`config.mk`:
```
export PLATFORM = sky130hd
export DESIGN_NAME = adc_input_reference_select
export DESIGN_NICKNAME = d
export VERILOG_FILES = /design/src/hw/adc_sel_pkg.sv /design/src/hw/conv_timer.sv /design/src/hw/adc_input_reference_select.sv
export SDC_FILE = /design/constraint.sdc
export NUM_CORES = 1
export LEC_CHECK = 0
export CAP_MARGIN = 20
export CORE_MARGIN = 8
export CORE_UTILIZATION = 40
export CTS_CLUSTER_SIZE = 16
export DETAILED_ROUTE_END_ITERATION = 12
export DONT_BUFFER_PORTS = 1
export GPL_TIMING_DRIVEN = 1
export PLACE_DENSITY = 0.57
export SLEW_MARGIN = 5
export SYNTH_ARGS = -nofsm -noshare
export SYNTH_HDL_FRONTEND = slang
export SYNTH_HIERARCHICAL = 1
export SYNTH_SLANG_ARGS = --single-unit
```
`constraint.sdc`:
```
create_clock -name clk_sys -period 1.55 [get_ports clk_sys]
set_input_delay 0.0775 -clock clk_sys [delete_from_list [all_inputs] [get_ports clk_sys]]
set_output_delay 0.0775 -clock clk_sys [all_outputs]
set_load 0.05 [all_outputs]
```
`src/hw/adc_sel_pkg.sv`:
```
// shared constants and carrier types for the converter input and reference select block
package adc_sel_pkg;

  localparam int unsigned ADDR_W = 12;
  localparam int unsigned DATA_W = 32;

  // register byte offsets
  localparam logic [11:0] OFS_INPUT_SELECT = 12'h000;
  localparam logic [11:0] OFS_MISC_CONTROL = 12'h004;
  localparam logic [11:0] OFS_CONV_CONTROL = 12'h008;
  localparam logic [11:0] OFS_RESULT_DATA  = 12'h00C;
  localparam logic [11:0] OFS_ACTIVE_STATE = 12'h010;

  // analog_input_select fields
  localparam int unsigned REF_HIGH_BIT   = 7;
  localparam int unsigned REF_LOW_BIT    = 6;
  localparam int unsigned LEFT_ALIGN_BIT = 5;
  localparam int unsigned CHAN_MSB       = 4;
  localparam int unsigned CHAN_DIFF_BIT  = 4;
  localparam logic [7:0]  INPUT_SELECT_RESET = 8'h00;

  // analog_misc_control fields
  localparam int unsigned EXT_REF_EN_BIT = 0;
  localparam logic [0:0]  MISC_RESET     = 1'h0;

  // conversion control fields
  localparam int unsigned CONV_ENABLE_BIT = 0;
  localparam int unsigned CONV_START_BIT  = 1;
  localparam int unsigned CONV_DONE_BIT   = 2;
  localparam int unsigned CONV_BUSY_BIT   = 3;
  localparam int unsigned CONV_LONG_BIT   = 4;

  // active state fields
  localparam int unsigned ACT_CHAN_LSB = 0;
  localparam int unsigned ACT_REF_LSB  = 8;
  localparam int unsigned ACT_EXT_BIT  = 10;

  // timing in converter clock cycles; converter clock is clk_sys divided
  localparam int unsigned CONV_NORMAL_TICKS = 13;
  localparam int unsigned CONV_LONG_TICKS   = 25;
  localparam int unsigned CONV_CLK_DIV      = 2;
  localparam int unsigned TICK_W            = 5;
  localparam int unsigned DIV_W             = 2;

  localparam int unsigned RESULT_W = 10;
  localparam int unsigned CHAN_MAX_EXTERNAL = 10;

  typedef enum logic [1:0] {
    REF_SUPPLY   = 2'h0,
    REF_EXTERNAL = 2'h1,
    REF_INT_1V1  = 2'h2,
    REF_INT_2V56 = 2'h3
  } ref_source_e;

  typedef enum logic [2:0] {
    SRC_EXTERNAL  = 3'h0,
    SRC_TEMP      = 3'h1,
    SRC_BANDGAP   = 3'h2,
    SRC_QUARTER   = 3'h3,
    SRC_GROUND    = 3'h4,
    SRC_RESERVED  = 3'h5,
    SRC_DIFF_PAIR = 3'h6
  } input_kind_e;

  typedef struct packed {
    input_kind_e kind;
    logic        gain20x;
    logic [3:0]  positive;
    logic [3:0]  negative;
  } input_sel_s;

  typedef struct packed {
    ref_source_e source;
    logic        pinConnect;
  } ref_sel_s;

endpackage

```
`src/hw/conv_timer.sv`:
```
// conversion length timer counting converter clock cycles
`timescale 1ns/1ps
module conv_timer (
  input  wire logic clk_sys,
  input  wire logic sys_rst,
  input  wire logic enable,
  input  wire logic start,
  input  wire logic extended,
  output logic      busy,
  output logic      done
);
  import adc_sel_pkg::*;

  typedef enum logic [1:0] {
    ST_IDLE = 2'b01,
    ST_RUN  = 2'b10
  } timer_state_e;

  localparam logic [DIV_W-1:0]  DIV_LAST    = DIV_W'(CONV_CLK_DIV - 1);
  localparam logic [TICK_W-1:0] NORMAL_LAST = TICK_W'(CONV_NORMAL_TICKS - 1);
  localparam logic [TICK_W-1:0] LONG_LAST   = TICK_W'(CONV_LONG_TICKS - 1);

  timer_state_e      state;
  logic [DIV_W-1:0]  divCount;
  logic [TICK_W-1:0] tickCount;
  logic [TICK_W-1:0] lastTick;

  wire logic tick     = (divCount == DIV_LAST);
  wire logic finished = tick && (tickCount == lastTick);

  assign busy = (state == ST_RUN);

  always_ff @(posedge clk_sys) begin
    if (sys_rst) begin
      state     <= ST_IDLE;
      divCount  <= '0;
      tickCount <= '0;
      lastTick  <= NORMAL_LAST;
      done      <= 1'b0;
    end else begin
      done <= 1'b0;
      case (state)
        ST_IDLE: begin
          divCount  <= '0;
          tickCount <= '0;
          if (start && enable) begin
            lastTick <= extended ? LONG_LAST : NORMAL_LAST;
            state    <= ST_RUN;
          end
        end
        ST_RUN: begin
          if (!enable) begin
            // switching the converter off abandons the conversion, no done
            state <= ST_IDLE;
          end else begin
            divCount <= tick ? '0 : divCount + 1'b1;
            if (tick) begin
              tickCount <= tickCount + 1'b1;
            end
            if (finished) begin
              done  <= 1'b1;
              state <= ST_IDLE;
            end
          end
        end
        default: state <= ST_IDLE;
      endcase
    end
  end

endmodule

```
`src/hw/adc_input_reference_select.sv`:
```
// converter input, reference and alignment selection with APB register access
//
// Operation
// - reference change waits for running conversion end
// - reference change makes next conversion 25 cycles
// - reference from two-bit field plus pin enable
// - low clear, pin off: supply, pin disconnected
// - low clear, pin on: external reference pin
// - low set, pin off: 1.1V or 2.56V
// - alignment bit one left, zero right adjusted
// - alignment change affects data read immediately
// - channel change waits for running conversion end
// - single-ended codes: inputs, sensor, bandgap, supply/4
// - bit four set: differential pairs, gain 8x/20x
// - initializing conversion 25 cycles, normal 13
`timescale 1ns/1ps
module adc_input_reference_select (
  input  wire logic                       clk_sys,
  input  wire logic                       sys_rst,
  input  wire logic [adc_sel_pkg::ADDR_W-1:0]   paddr,
  input  wire logic                       psel,
  input  wire logic                       penable,
  input  wire logic                       pwrite,
  input  wire logic [adc_sel_pkg::DATA_W-1:0]   pwdata,
  input  wire logic [3:0]                 pstrb,
  output logic      [adc_sel_pkg::DATA_W-1:0]   prdata,
  output logic                            pready,
  output logic                            pslverr,
  input  wire logic [adc_sel_pkg::RESULT_W-1:0] analogResult,
  output adc_sel_pkg::input_sel_s         activeInput,
  output adc_sel_pkg::ref_sel_s           activeReference,
  output logic                            conversionBusy,
  output logic                            conversionDone
);
  import adc_sel_pkg::*;

  // software-visible state
  logic [7:0]          inputSelect;
  logic                extRefEnable;
  logic                convEnable;
  logic                doneFlag;
  logic                longPending;
  logic                startReq;
  logic [RESULT_W-1:0] resultStore;

  // state applied to the analog side
  logic [CHAN_MSB:0]   activeCode;
  logic [1:0]          activeRefBits;
  logic                activeExtEn;

  // pin synchroniser for the analog result
  logic [RESULT_W-1:0] resultMeta;
  logic [RESULT_W-1:0] resultSync;

  logic                enableDelayed;
  logic                timerBusy;
  logic                timerDone;

  // ---------------------------------------------------------------
  // bus decode
  // ---------------------------------------------------------------
  wire logic access      = psel && penable;
  wire logic accessDone  = access && pready;
  wire logic writeCommit = accessDone && pwrite && pstrb[0];

  wire logic hitInput  = (paddr == OFS_INPUT_SELECT);
  wire logic hitMisc   = (paddr == OFS_MISC_CONTROL);
  wire logic hitConv   = (paddr == OFS_CONV_CONTROL);
  wire logic hitResult = (paddr == OFS_RESULT_DATA);
  wire logic hitActive = (paddr == OFS_ACTIVE_STATE);
  wire logic unmapped  = !(hitInput || hitMisc || hitConv || hitResult || hitActive);

  wire logic writeInput = writeCommit && hitInput;
  wire logic writeMisc  = writeCommit && hitMisc;
  wire logic writeConv  = writeCommit && hitConv;

  wire logic [1:0] newRefBits = pwdata[REF_HIGH_BIT:REF_LOW_BIT];
  wire logic       refChange  = writeInput && (newRefBits != inputSelect[REF_HIGH_BIT:REF_LOW_BIT]);
  wire logic       extChange  = writeMisc && (pwdata[EXT_REF_EN_BIT] != extRefEnable);

  wire logic enableRise = convEnable && !enableDelayed;
  wire logic startTaken = startReq && convEnable && !timerBusy;

  // enable and start in one write: the rise has not reached longPending yet
  wire logic longNeeded = longPending || enableRise;

  // active copies follow the pending ones only when no conversion runs
  wire logic applyPending = !timerBusy || timerDone;

  // ---------------------------------------------------------------
  // result presentation
  // ---------------------------------------------------------------
  wire logic        leftAlign  = inputSelect[LEFT_ALIGN_BIT];
  wire logic [15:0] resultWord = leftAlign ? {resultStore, 6'h00}
                                           : {6'h00, resultStore};

  wire logic [DATA_W-1:0] inputRead = {24'h000000, inputSelect};
  wire logic [DATA_W-1:0] miscRead  = {31'h00000000, extRefEnable};
  wire logic [DATA_W-1:0] convRead  = {27'h0000000, longPending, timerBusy, doneFlag,
                                       timerBusy, convEnable};
  wire logic [DATA_W-1:0] actRead   = {21'h000000, activeExtEn, activeRefBits,
                                       3'h0, activeCode};

  logic [DATA_W-1:0] readMux;

  always_comb begin
    if (hitInput) begin
      readMux = inputRead;
    end else if (hitMisc) begin
      readMux = miscRead;
    end else if (hitConv) begin
      readMux = convRead;
    end else if (hitResult) begin
      readMux = {16'h0000, resultWord};
    end else if (hitActive) begin
      readMux = actRead;
    end else begin
      readMux = '0;
    end
  end

  // ---------------------------------------------------------------
  // decoding of the active selection
  // ---------------------------------------------------------------
  function automatic input_sel_s decode_input(input logic [CHAN_MSB:0] code);
    input_sel_s sel;
    logic [3:0] pairPos;
    sel      = '0;
    pairPos  = 4'h0;
    if (code[CHAN_DIFF_BIT]) begin
      case (code[3:1])
        3'h0:    pairPos = 4'h0;
        3'h1:    pairPos = 4'h1;
        3'h2:    pairPos = 4'h2;
        3'h3:    pairPos = 4'h4;
        3'h4:    pairPos = 4'h5;
        3'h5:    pairPos = 4'h6;
        3'h6:    pairPos = 4'h8;
        default: pairPos = 4'h9;
      endcase
      sel.kind     = SRC_DIFF_PAIR;
      sel.gain20x  = code[0];
      sel.positive = pairPos;
      sel.negative = pairPos + 4'h1;
    end else begin
      sel.positive = code[3:0];
      case (code[3:0])
        4'hB:    sel.kind = SRC_TEMP;
        4'hC:    sel.kind = SRC_BANDGAP;
        4'hD:    sel.kind = SRC_QUARTER;
        4'hE:    sel.kind = SRC_GROUND;
        4'hF:    sel.kind = SRC_RESERVED;
        default: sel.kind = SRC_EXTERNAL;
      endcase
    end
    return sel;
  endfunction

  function automatic ref_sel_s decode_ref(input logic [1:0] bits, input logic extEn);
    ref_sel_s sel;
    sel = '0;
    if (!bits[0] && !extEn) begin
      sel.source     = REF_SUPPLY;
      sel.pinConnect = 1'b0;
    end else if (!bits[0]) begin
      sel.source     = REF_EXTERNAL;
      sel.pinConnect = 1'b1;
    end else begin
      // the pin enable with an internal reference is undefined; the internal one wins
      sel.source     = bits[1] ? REF_INT_2V56 : REF_INT_1V1;
      sel.pinConnect = 1'b0;
    end
    return sel;
  endfunction

  wire input_sel_s nextInput = decode_input(activeCode);
  wire ref_sel_s   nextRef   = decode_ref(activeRefBits, activeExtEn);

  // ---------------------------------------------------------------
  // conversion timer
  // ---------------------------------------------------------------
  conv_timer timer (
    .clk_sys  (clk_sys),
    .sys_rst  (sys_rst),
    .enable   (convEnable),
    .start    (startTaken),
    .extended (longNeeded),
    .busy     (timerBusy),
    .done     (timerDone)
  );

  // ---------------------------------------------------------------
  // APB slave: one wait state, answer registered
  // ---------------------------------------------------------------
  always_ff @(posedge clk_sys) begin
    if (sys_rst) begin
      pready  <= 1'b0;
      pslverr <= 1'b0;
      prdata  <= '0;
    end else begin
      pready  <= access && !pready;
      pslverr <= access && !pready && unmapped;
      prdata  <= (access && !pready && !pwrite) ? readMux : '0;
    end
  end

  // ---------------------------------------------------------------
  // pending registers written by software
  // ---------------------------------------------------------------
  always_ff @(posedge clk_sys) begin
    if (sys_rst) begin
      inputSelect  <= INPUT_SELECT_RESET;
      extRefEnable <= MISC_RESET[0];
    end else begin
      if (writeInput) begin
        inputSelect <= pwdata[7:0];
      end
      if (writeMisc) begin
        extRefEnable <= pwdata[EXT_REF_EN_BIT];
      end
    end
  end

  // ---------------------------------------------------------------
  // conversion control, start request and done flag
  // ---------------------------------------------------------------
  always_ff @(posedge clk_sys) begin
    if (sys_rst) begin
      convEnable    <= 1'b0;
      enableDelayed <= 1'b0;
      startReq      <= 1'b0;
      doneFlag      <= 1'b0;
    end else begin
      enableDelayed <= convEnable;
      if (writeConv) begin
        convEnable <= pwdata[CONV_ENABLE_BIT];
      end
      // a start written while busy is dropped; writing zero has no effect
      startReq <= writeConv && pwdata[CONV_START_BIT];
      if (timerDone) begin
        doneFlag <= 1'b1;
      end else if (writeConv && pwdata[CONV_DONE_BIT]) begin
        doneFlag <= 1'b0;
      end
    end
  end

  // extended conversion owed after enable or a reference change
  always_ff @(posedge clk_sys) begin
    if (sys_rst) begin
      longPending <= 1'b1;
    end else if (refChange || extChange) begin
      longPending <= 1'b1;
    end else if (startTaken) begin
      // a start in the cycle enable rises consumes the owed long conversion too
      longPending <= 1'b0;
    end else if (enableRise) begin
      longPending <= 1'b1;
    end
  end

  // ---------------------------------------------------------------
  // active selection, moved over only between conversions
  // ---------------------------------------------------------------
  always_ff @(posedge clk_sys) begin
    if (sys_rst) begin
      activeCode    <= INPUT_SELECT_RESET[CHAN_MSB:0];
      activeRefBits <= INPUT_SELECT_RESET[REF_HIGH_BIT:REF_LOW_BIT];
      activeExtEn   <= MISC_RESET[0];
    end else if (applyPending) begin
      activeCode    <= inputSelect[CHAN_MSB:0];
      activeRefBits <= inputSelect[REF_HIGH_BIT:REF_LOW_BIT];
      activeExtEn   <= extRefEnable;
    end
  end

  always_ff @(posedge clk_sys) begin
    if (sys_rst) begin
      activeInput     <= '0;
      activeReference <= '0;
      conversionBusy  <= 1'b0;
      conversionDone  <= 1'b0;
    end else begin
      activeInput     <= nextInput;
      activeReference <= nextRef;
      conversionBusy  <= timerBusy;
      conversionDone  <= timerDone;
    end
  end

  // ---------------------------------------------------------------
  // analog result capture
  // ---------------------------------------------------------------
  always_ff @(posedge clk_sys) begin
    if (sys_rst) begin
      resultMeta  <= '0;
      resultSync  <= '0;
      resultStore <= '0;
    end else begin
      resultMeta <= analogResult;
      resultSync <= resultMeta;
      // stored raw so that a later alignment change re-presents it at once
      if (timerDone) begin
        resultStore <= resultSync;
      end
    end
  end

endmodule

```
======== Word level (Yosys, flattened, before mapping) ========
Index checks and enable logic that the tools add are counted.
storage, ports and cells
  flip-flop bits (word level) ............. 118
  input bits .............................. 63
  word-level logic and storage cells ...... 147
cells by class
  $add $sub $neg .......................... 3
  equal/unequal tests ..................... 25
  multiplexer cells ....................... 29
  bitwise gates (word level) .............. 5
  reduce and logical (&&, ||, !) cells .... 52
operators by type and width
  kind                   number
  $mux W16               2
  $pmux W4 S7            1
  $eq A12 B4 Y1 const B  2
  $mux W8                3
  $eq A4 B4 Y1 const B   5
  $logic_and A1 B1 Y1    20
  $mux W5                3
  $pmux W3 S5            1
  $eq A12 B3 Y1 const B  1
  $eq A12 B5 Y1 const B  1
  $logic_not A12 Y1      1
  $mux W2                6
  $mux W11               1
  $pmux W5 S2            1
  $reduce_or A2 Y1       5
  $eq A3 B3 Y1 const B   3
  $mux W4                2
  $pmux W2 S2            2
  $logic_not A1 Y1       7
  $logic_or A1 B1 Y1     7
  $eq A3 B2 Y1 const B   2
  $mux W1                6
  $reduce_and A2 Y1      3
  $reduce_bool A2 Y1     3
  other kinds (19)       26

======== Logic depth before layout (Yosys ltp) ========
  depth in word-level cells ............... 8
  gate-level depth with buffers ........... 8
  depth with buffers taken out ............ 7

======== Hierarchy ========
The synthesis kept the hierarchy.
by module, submodules not included
  module                      instances  cells each  area an instance (sq um)
  adc_input_reference_select  1          356         3510.9
  conv_timer                  1          63          591.8

======== Worst setup path after synthesis ========
OpenSTA, ideal clock, no wires.
  path type ............................... register -> register
  from .................................... register pready
  to ...................................... register startReq
  library setup time ...................... 64 ps
  arrival time ............................ 1659 ps
  data required time ...................... 1486 ps
  setup slack ............................. -173 ps
  cell stages (with the launch flop) ...... 5
  buffers on the path ..................... 0
  period minus slack after synthesis ...... 1723 ps
  path through ............................ dfxtp_1 nand2_1 or4_1 or4_1 nor2_1
on the way
  word-level cells in the longest chain between the ends .. 5
RTL lines
  element                           RTL line                           RTL
  start: declaration                adc_input_reference_select.sv:27   output logic pready,
  start signal: assignment          adc_input_reference_select.sv:201  pready <= access && !pready;
  $logic_and A1 B1 Y1               adc_input_reference_select.sv:63   wire logic accessDone = access && pready;
  $logic_and A1 B1 Y1 (2 in a row)  adc_input_reference_select.sv:64   wire logic writeCommit = accessDone && pwrite && pstrb[0];
  $logic_and A1 B1 Y1               adc_input_reference_select.sv:75   wire logic writeConv = writeCommit && hitConv;
  $logic_and A1 B1 Y1               adc_input_reference_select.sv:239  startReq <= writeConv && pwdata[CONV_START_BIT];
  end signal: assignment            adc_input_reference_select.sv:239
  end: declaration                  adc_input_reference_select.sv:43   logic startReq;
No other way between the ends.
A chain may end at the register's enable or synchronous reset.

======== Worst setup path in the final report ========
  from .................................... register pready
  to ...................................... register prdata[4] in the netlist's numbering
on the way
  word-level cells in the longest chain between the ends .. 5
RTL lines
  element                            RTL line                           RTL
  $logic_not A1 Y1                   adc_input_reference_select.sv:203  prdata <= (access && !pready && !pwrite) ? readMux : '0;
  $logic_and A1 B1 Y1 (2 in a row)   adc_input_reference_select.sv:203
  $not A1 Y1 (no source line)        -
  $reduce_or A2 Y1 (no source line)  -
  end signal: assignment             adc_input_reference_select.sv:203
  end: declaration                   adc_input_reference_select.sv:26   output logic [adc_sel_pkg::DATA_W-1:0] prdata,
No other way between the ends.

==> impl_metrics.ini <==
[status]
status = complete, no violations

[layout]
nets = 529
syn2layout_area_growth_pct = 18.2
drive_gt1_share_pct = 15.0
antenna_cells = 0

[grt]
antenna_found_initial = 0
grt_usage_pct = 15.0
grt_pass1_vias = 2969
overflow = 0
grt_first_pass_wirelength_um = 15600
grt_max_degree = 79

[cts]
cts_made_buffers = 9
worstSkewPairLatency_ns = 0.37
cts_tree = done
cts.clk_slew.worst_paths_ns = 0.10
cts.sinks = 99
cts_buffer_depth = 2
htree_levels = 3
cts-root-buf = clkbuf_8

[routing]
drc = 0
viasPerCell = 5.10
vias = 3083
dr.pass1.iters = 4
ant_nets = 0
drt-total-wl_um = 9950
wire_per_inst_um = 16.5
drt-initial-drc-count = 184

[die]
placementRows = 37
core_area_mm2 = 0.0101
die_h_um = 117
die-area_mm2 = 0.0138
fp.dieW_um = 117
ios = 114
initial_core_util_pct = 40.5

[logic_synthesis]
yosysSeqAreaShare_pct = 48.3
synth_ff_type = dfxtp_1
yosysTopAreaCellShare_pct = 48.3
synth_fa_ha_area_share_pct = 0.915
synth_common_cells = dfxtp_1, nor2_1, mux2i_1, nand2b_1, nor2b_1
yosysWarningCount = 6
synth-compound-area-share_pct = 11.8
synth_simple_gate_area_share_pct = 23.7
synth-xor-area-share_pct = 1.28
synth.area.top_cells = dfxtp_1, mux2i_1, nand2b_1
syn_avg_cell_area_um2 = 9.79
yosys.area.top_type = dfxtp_1
synth_top_family_by_area = simple AND/OR/NAND/NOR gates
synthArstFlopShare_pct = 0
synth_most_common_cell = dfxtp_1
synthCells = 419
ys_seq_elements = 99
synth_edf_count = 0
ys_types = 59
netlist_area_mm2 = 0.00410
synth_mux_area_share_pct = 6.71

[worst_setup_path]
cp.required_ns = 1.83
worst_path_largest_cell_delay_ns = 0.63
path_cells = or4_1, buf_4, a221oi_2
path_class = reg2reg
crit_buf_inv = 1
cp-start-kind = register
cp-end-kind = register
path_max_fanout = 5
crit_family = simple AND/OR/NAND/NOR gates
cpMaxStageDelayCell = or4_1
cp.arrival_ns = 1.78

[sta]
max_freq_ghz = 0.666
fin_worst_skew_ns = 0.0111
rsz0062_at_grt = true
setup_viol = 0
hold_viol = 0
finalCriticalPeriod_ns = 1.50
worst_pin_slew_ns = 0.533
finalCritPeriodShare_pct = 96.9
holdWs_ns = 0.00676
slew_viol_final = 0
slew_headroom_pct = 64.4

[placed_design]
gp_congestion = 0.830
post-dp-hpwl_um = 7020
port-buffer-count = 0

[pwr]
peakVddDrop_v = 0.000449
leakage_uw = 0.00183
power.density_mw_per_mm2 = 944
total_power_uw = 4580

[hold_path]
hp-class = in2reg

[job]
maxCapViolations = 0
area by class of cell:
cell class,instances,area [µm²]
timing repair buffer,56,520
inverter,17,63.8
fill,940,5290
multi-input combinational,280,1890
clock buffer,11,151
sequential,99,1990
clock inverter,5,60.1
tap,136,170
cells by family (layout without fill, tap and decap cells):
logic type	after synthesis	in the layout
adder cells (fa/ha/maj)	3	3
multiplexers	27	27
buffers and inverters	55	89
AND/OR/NAND/NOR	161	161
AO/OA/AOI/OAI	67	67
XOR/XNOR	6	6
other	1	16
flip-flops	99	99
metrics by stage:
step	utilization, %	cell area (µm²)	setup TNS [ns]	instances	setup slack (ns)
after CTS	47.2	4780	0	599	0.0196
after global routing	47.8	4850	-0.00628	604	-0.00628
after floorplan	-	4160	0	434	0.00166
after global placement	42.6	4320	-1.78	559	-0.147
final	47.8	4850	0	604	0.0487
after detailed placement	42.6	4320	-2.42	559	-0.150
worst paths after layout:
| path | startpoint | to | slack, ns | cells past startpoint |
|---|---|---|---|---|
| max | pready | prdata[4] | 0.05 | 3 |
| max reg2reg | pready | prdata[4] | 0.05 | 3 |
| min reg2reg | resultMeta[0] | resultSync[0] | 0.43 | 1 |
| min | pwdata[6] | longPending | 0.007 | 3 |
state kept, by name, summed over array words and instances, names as in the netlist, 2 cells and up:
signal / count
prdata: 16
resultSync: 10
activeCode: 5
timer/lastTick: 2
timer/divCount: 2
resultStore: 10
activeReference: 3
activeInput: 12
activeRefBits: 2
timer/tickCount: 5
inputSelect: 8
timer/state: 2
resultMeta: 10
layer usage:
metal | share of wire, % | track usage [%]
met2 | 47 | 23.6
met4 | 1.5 | 5.97
met5 | 0 | 0
met3 | 7.0 | 4.72
met1 | 44 | 18.8
cells in the final DEF, fill, tap and decap left out, types with 3 or more instances in the layout:
| cell | count |
|---|---|
| conb_1 | 16 |
| clkbuf_8 | 11 |
| nor2b_1 | 23 |
| a22oi_1 | 4 |
| a21oi_1 | 11 |
| dfxtp_1 | 96 |
| and2_1 | 8 |
| dlygate4sd3_1 | 27 |
| or4_1 | 5 |
| inv_1 | 17 |
| o31ai_1 | 4 |
| or3_1 | 4 |
| nor3_1 | 3 |
| xor2_1 | 3 |
| mux2_2 | 4 |
| nand3_1 | 7 |
| o21ai_0 | 13 |
| nand3b_1 | 7 |
| nand2b_1 | 23 |
| nor2_1 | 36 |
| o21a_1 | 4 |
| buf_4 | 27 |
| and4b_1 | 3 |
| a221oi_2 | 4 |
| nand2_1 | 14 |
| ha_1 | 3 |
| nand4b_1 | 8 |
| nor4_1 | 3 |
| mux2i_1 | 23 |
| xnor2_1 | 3 |
| o211ai_1 | 5 |
what timing repair did:
item,4_1_cts,5_1_grt
endpoints found under the setup margin,0,16
endpoints found under the hold margin,84,2
buffers inserted,0,1
gates resized for setup,0,8
hold buffers,24,4
report_power, final:
group | switching [µW] | internal (µW)
sequential | 10.6 | 2560
combinational | 172 | 101
clock | 886 | 843
total | 1070 | 3510
worst min-delay path, stage by stage:
cell	delay, ns
xnor2_1	0.04
nand2_1	0.08
a221o_1	0.14
Power figures use the tool's default switching activity.
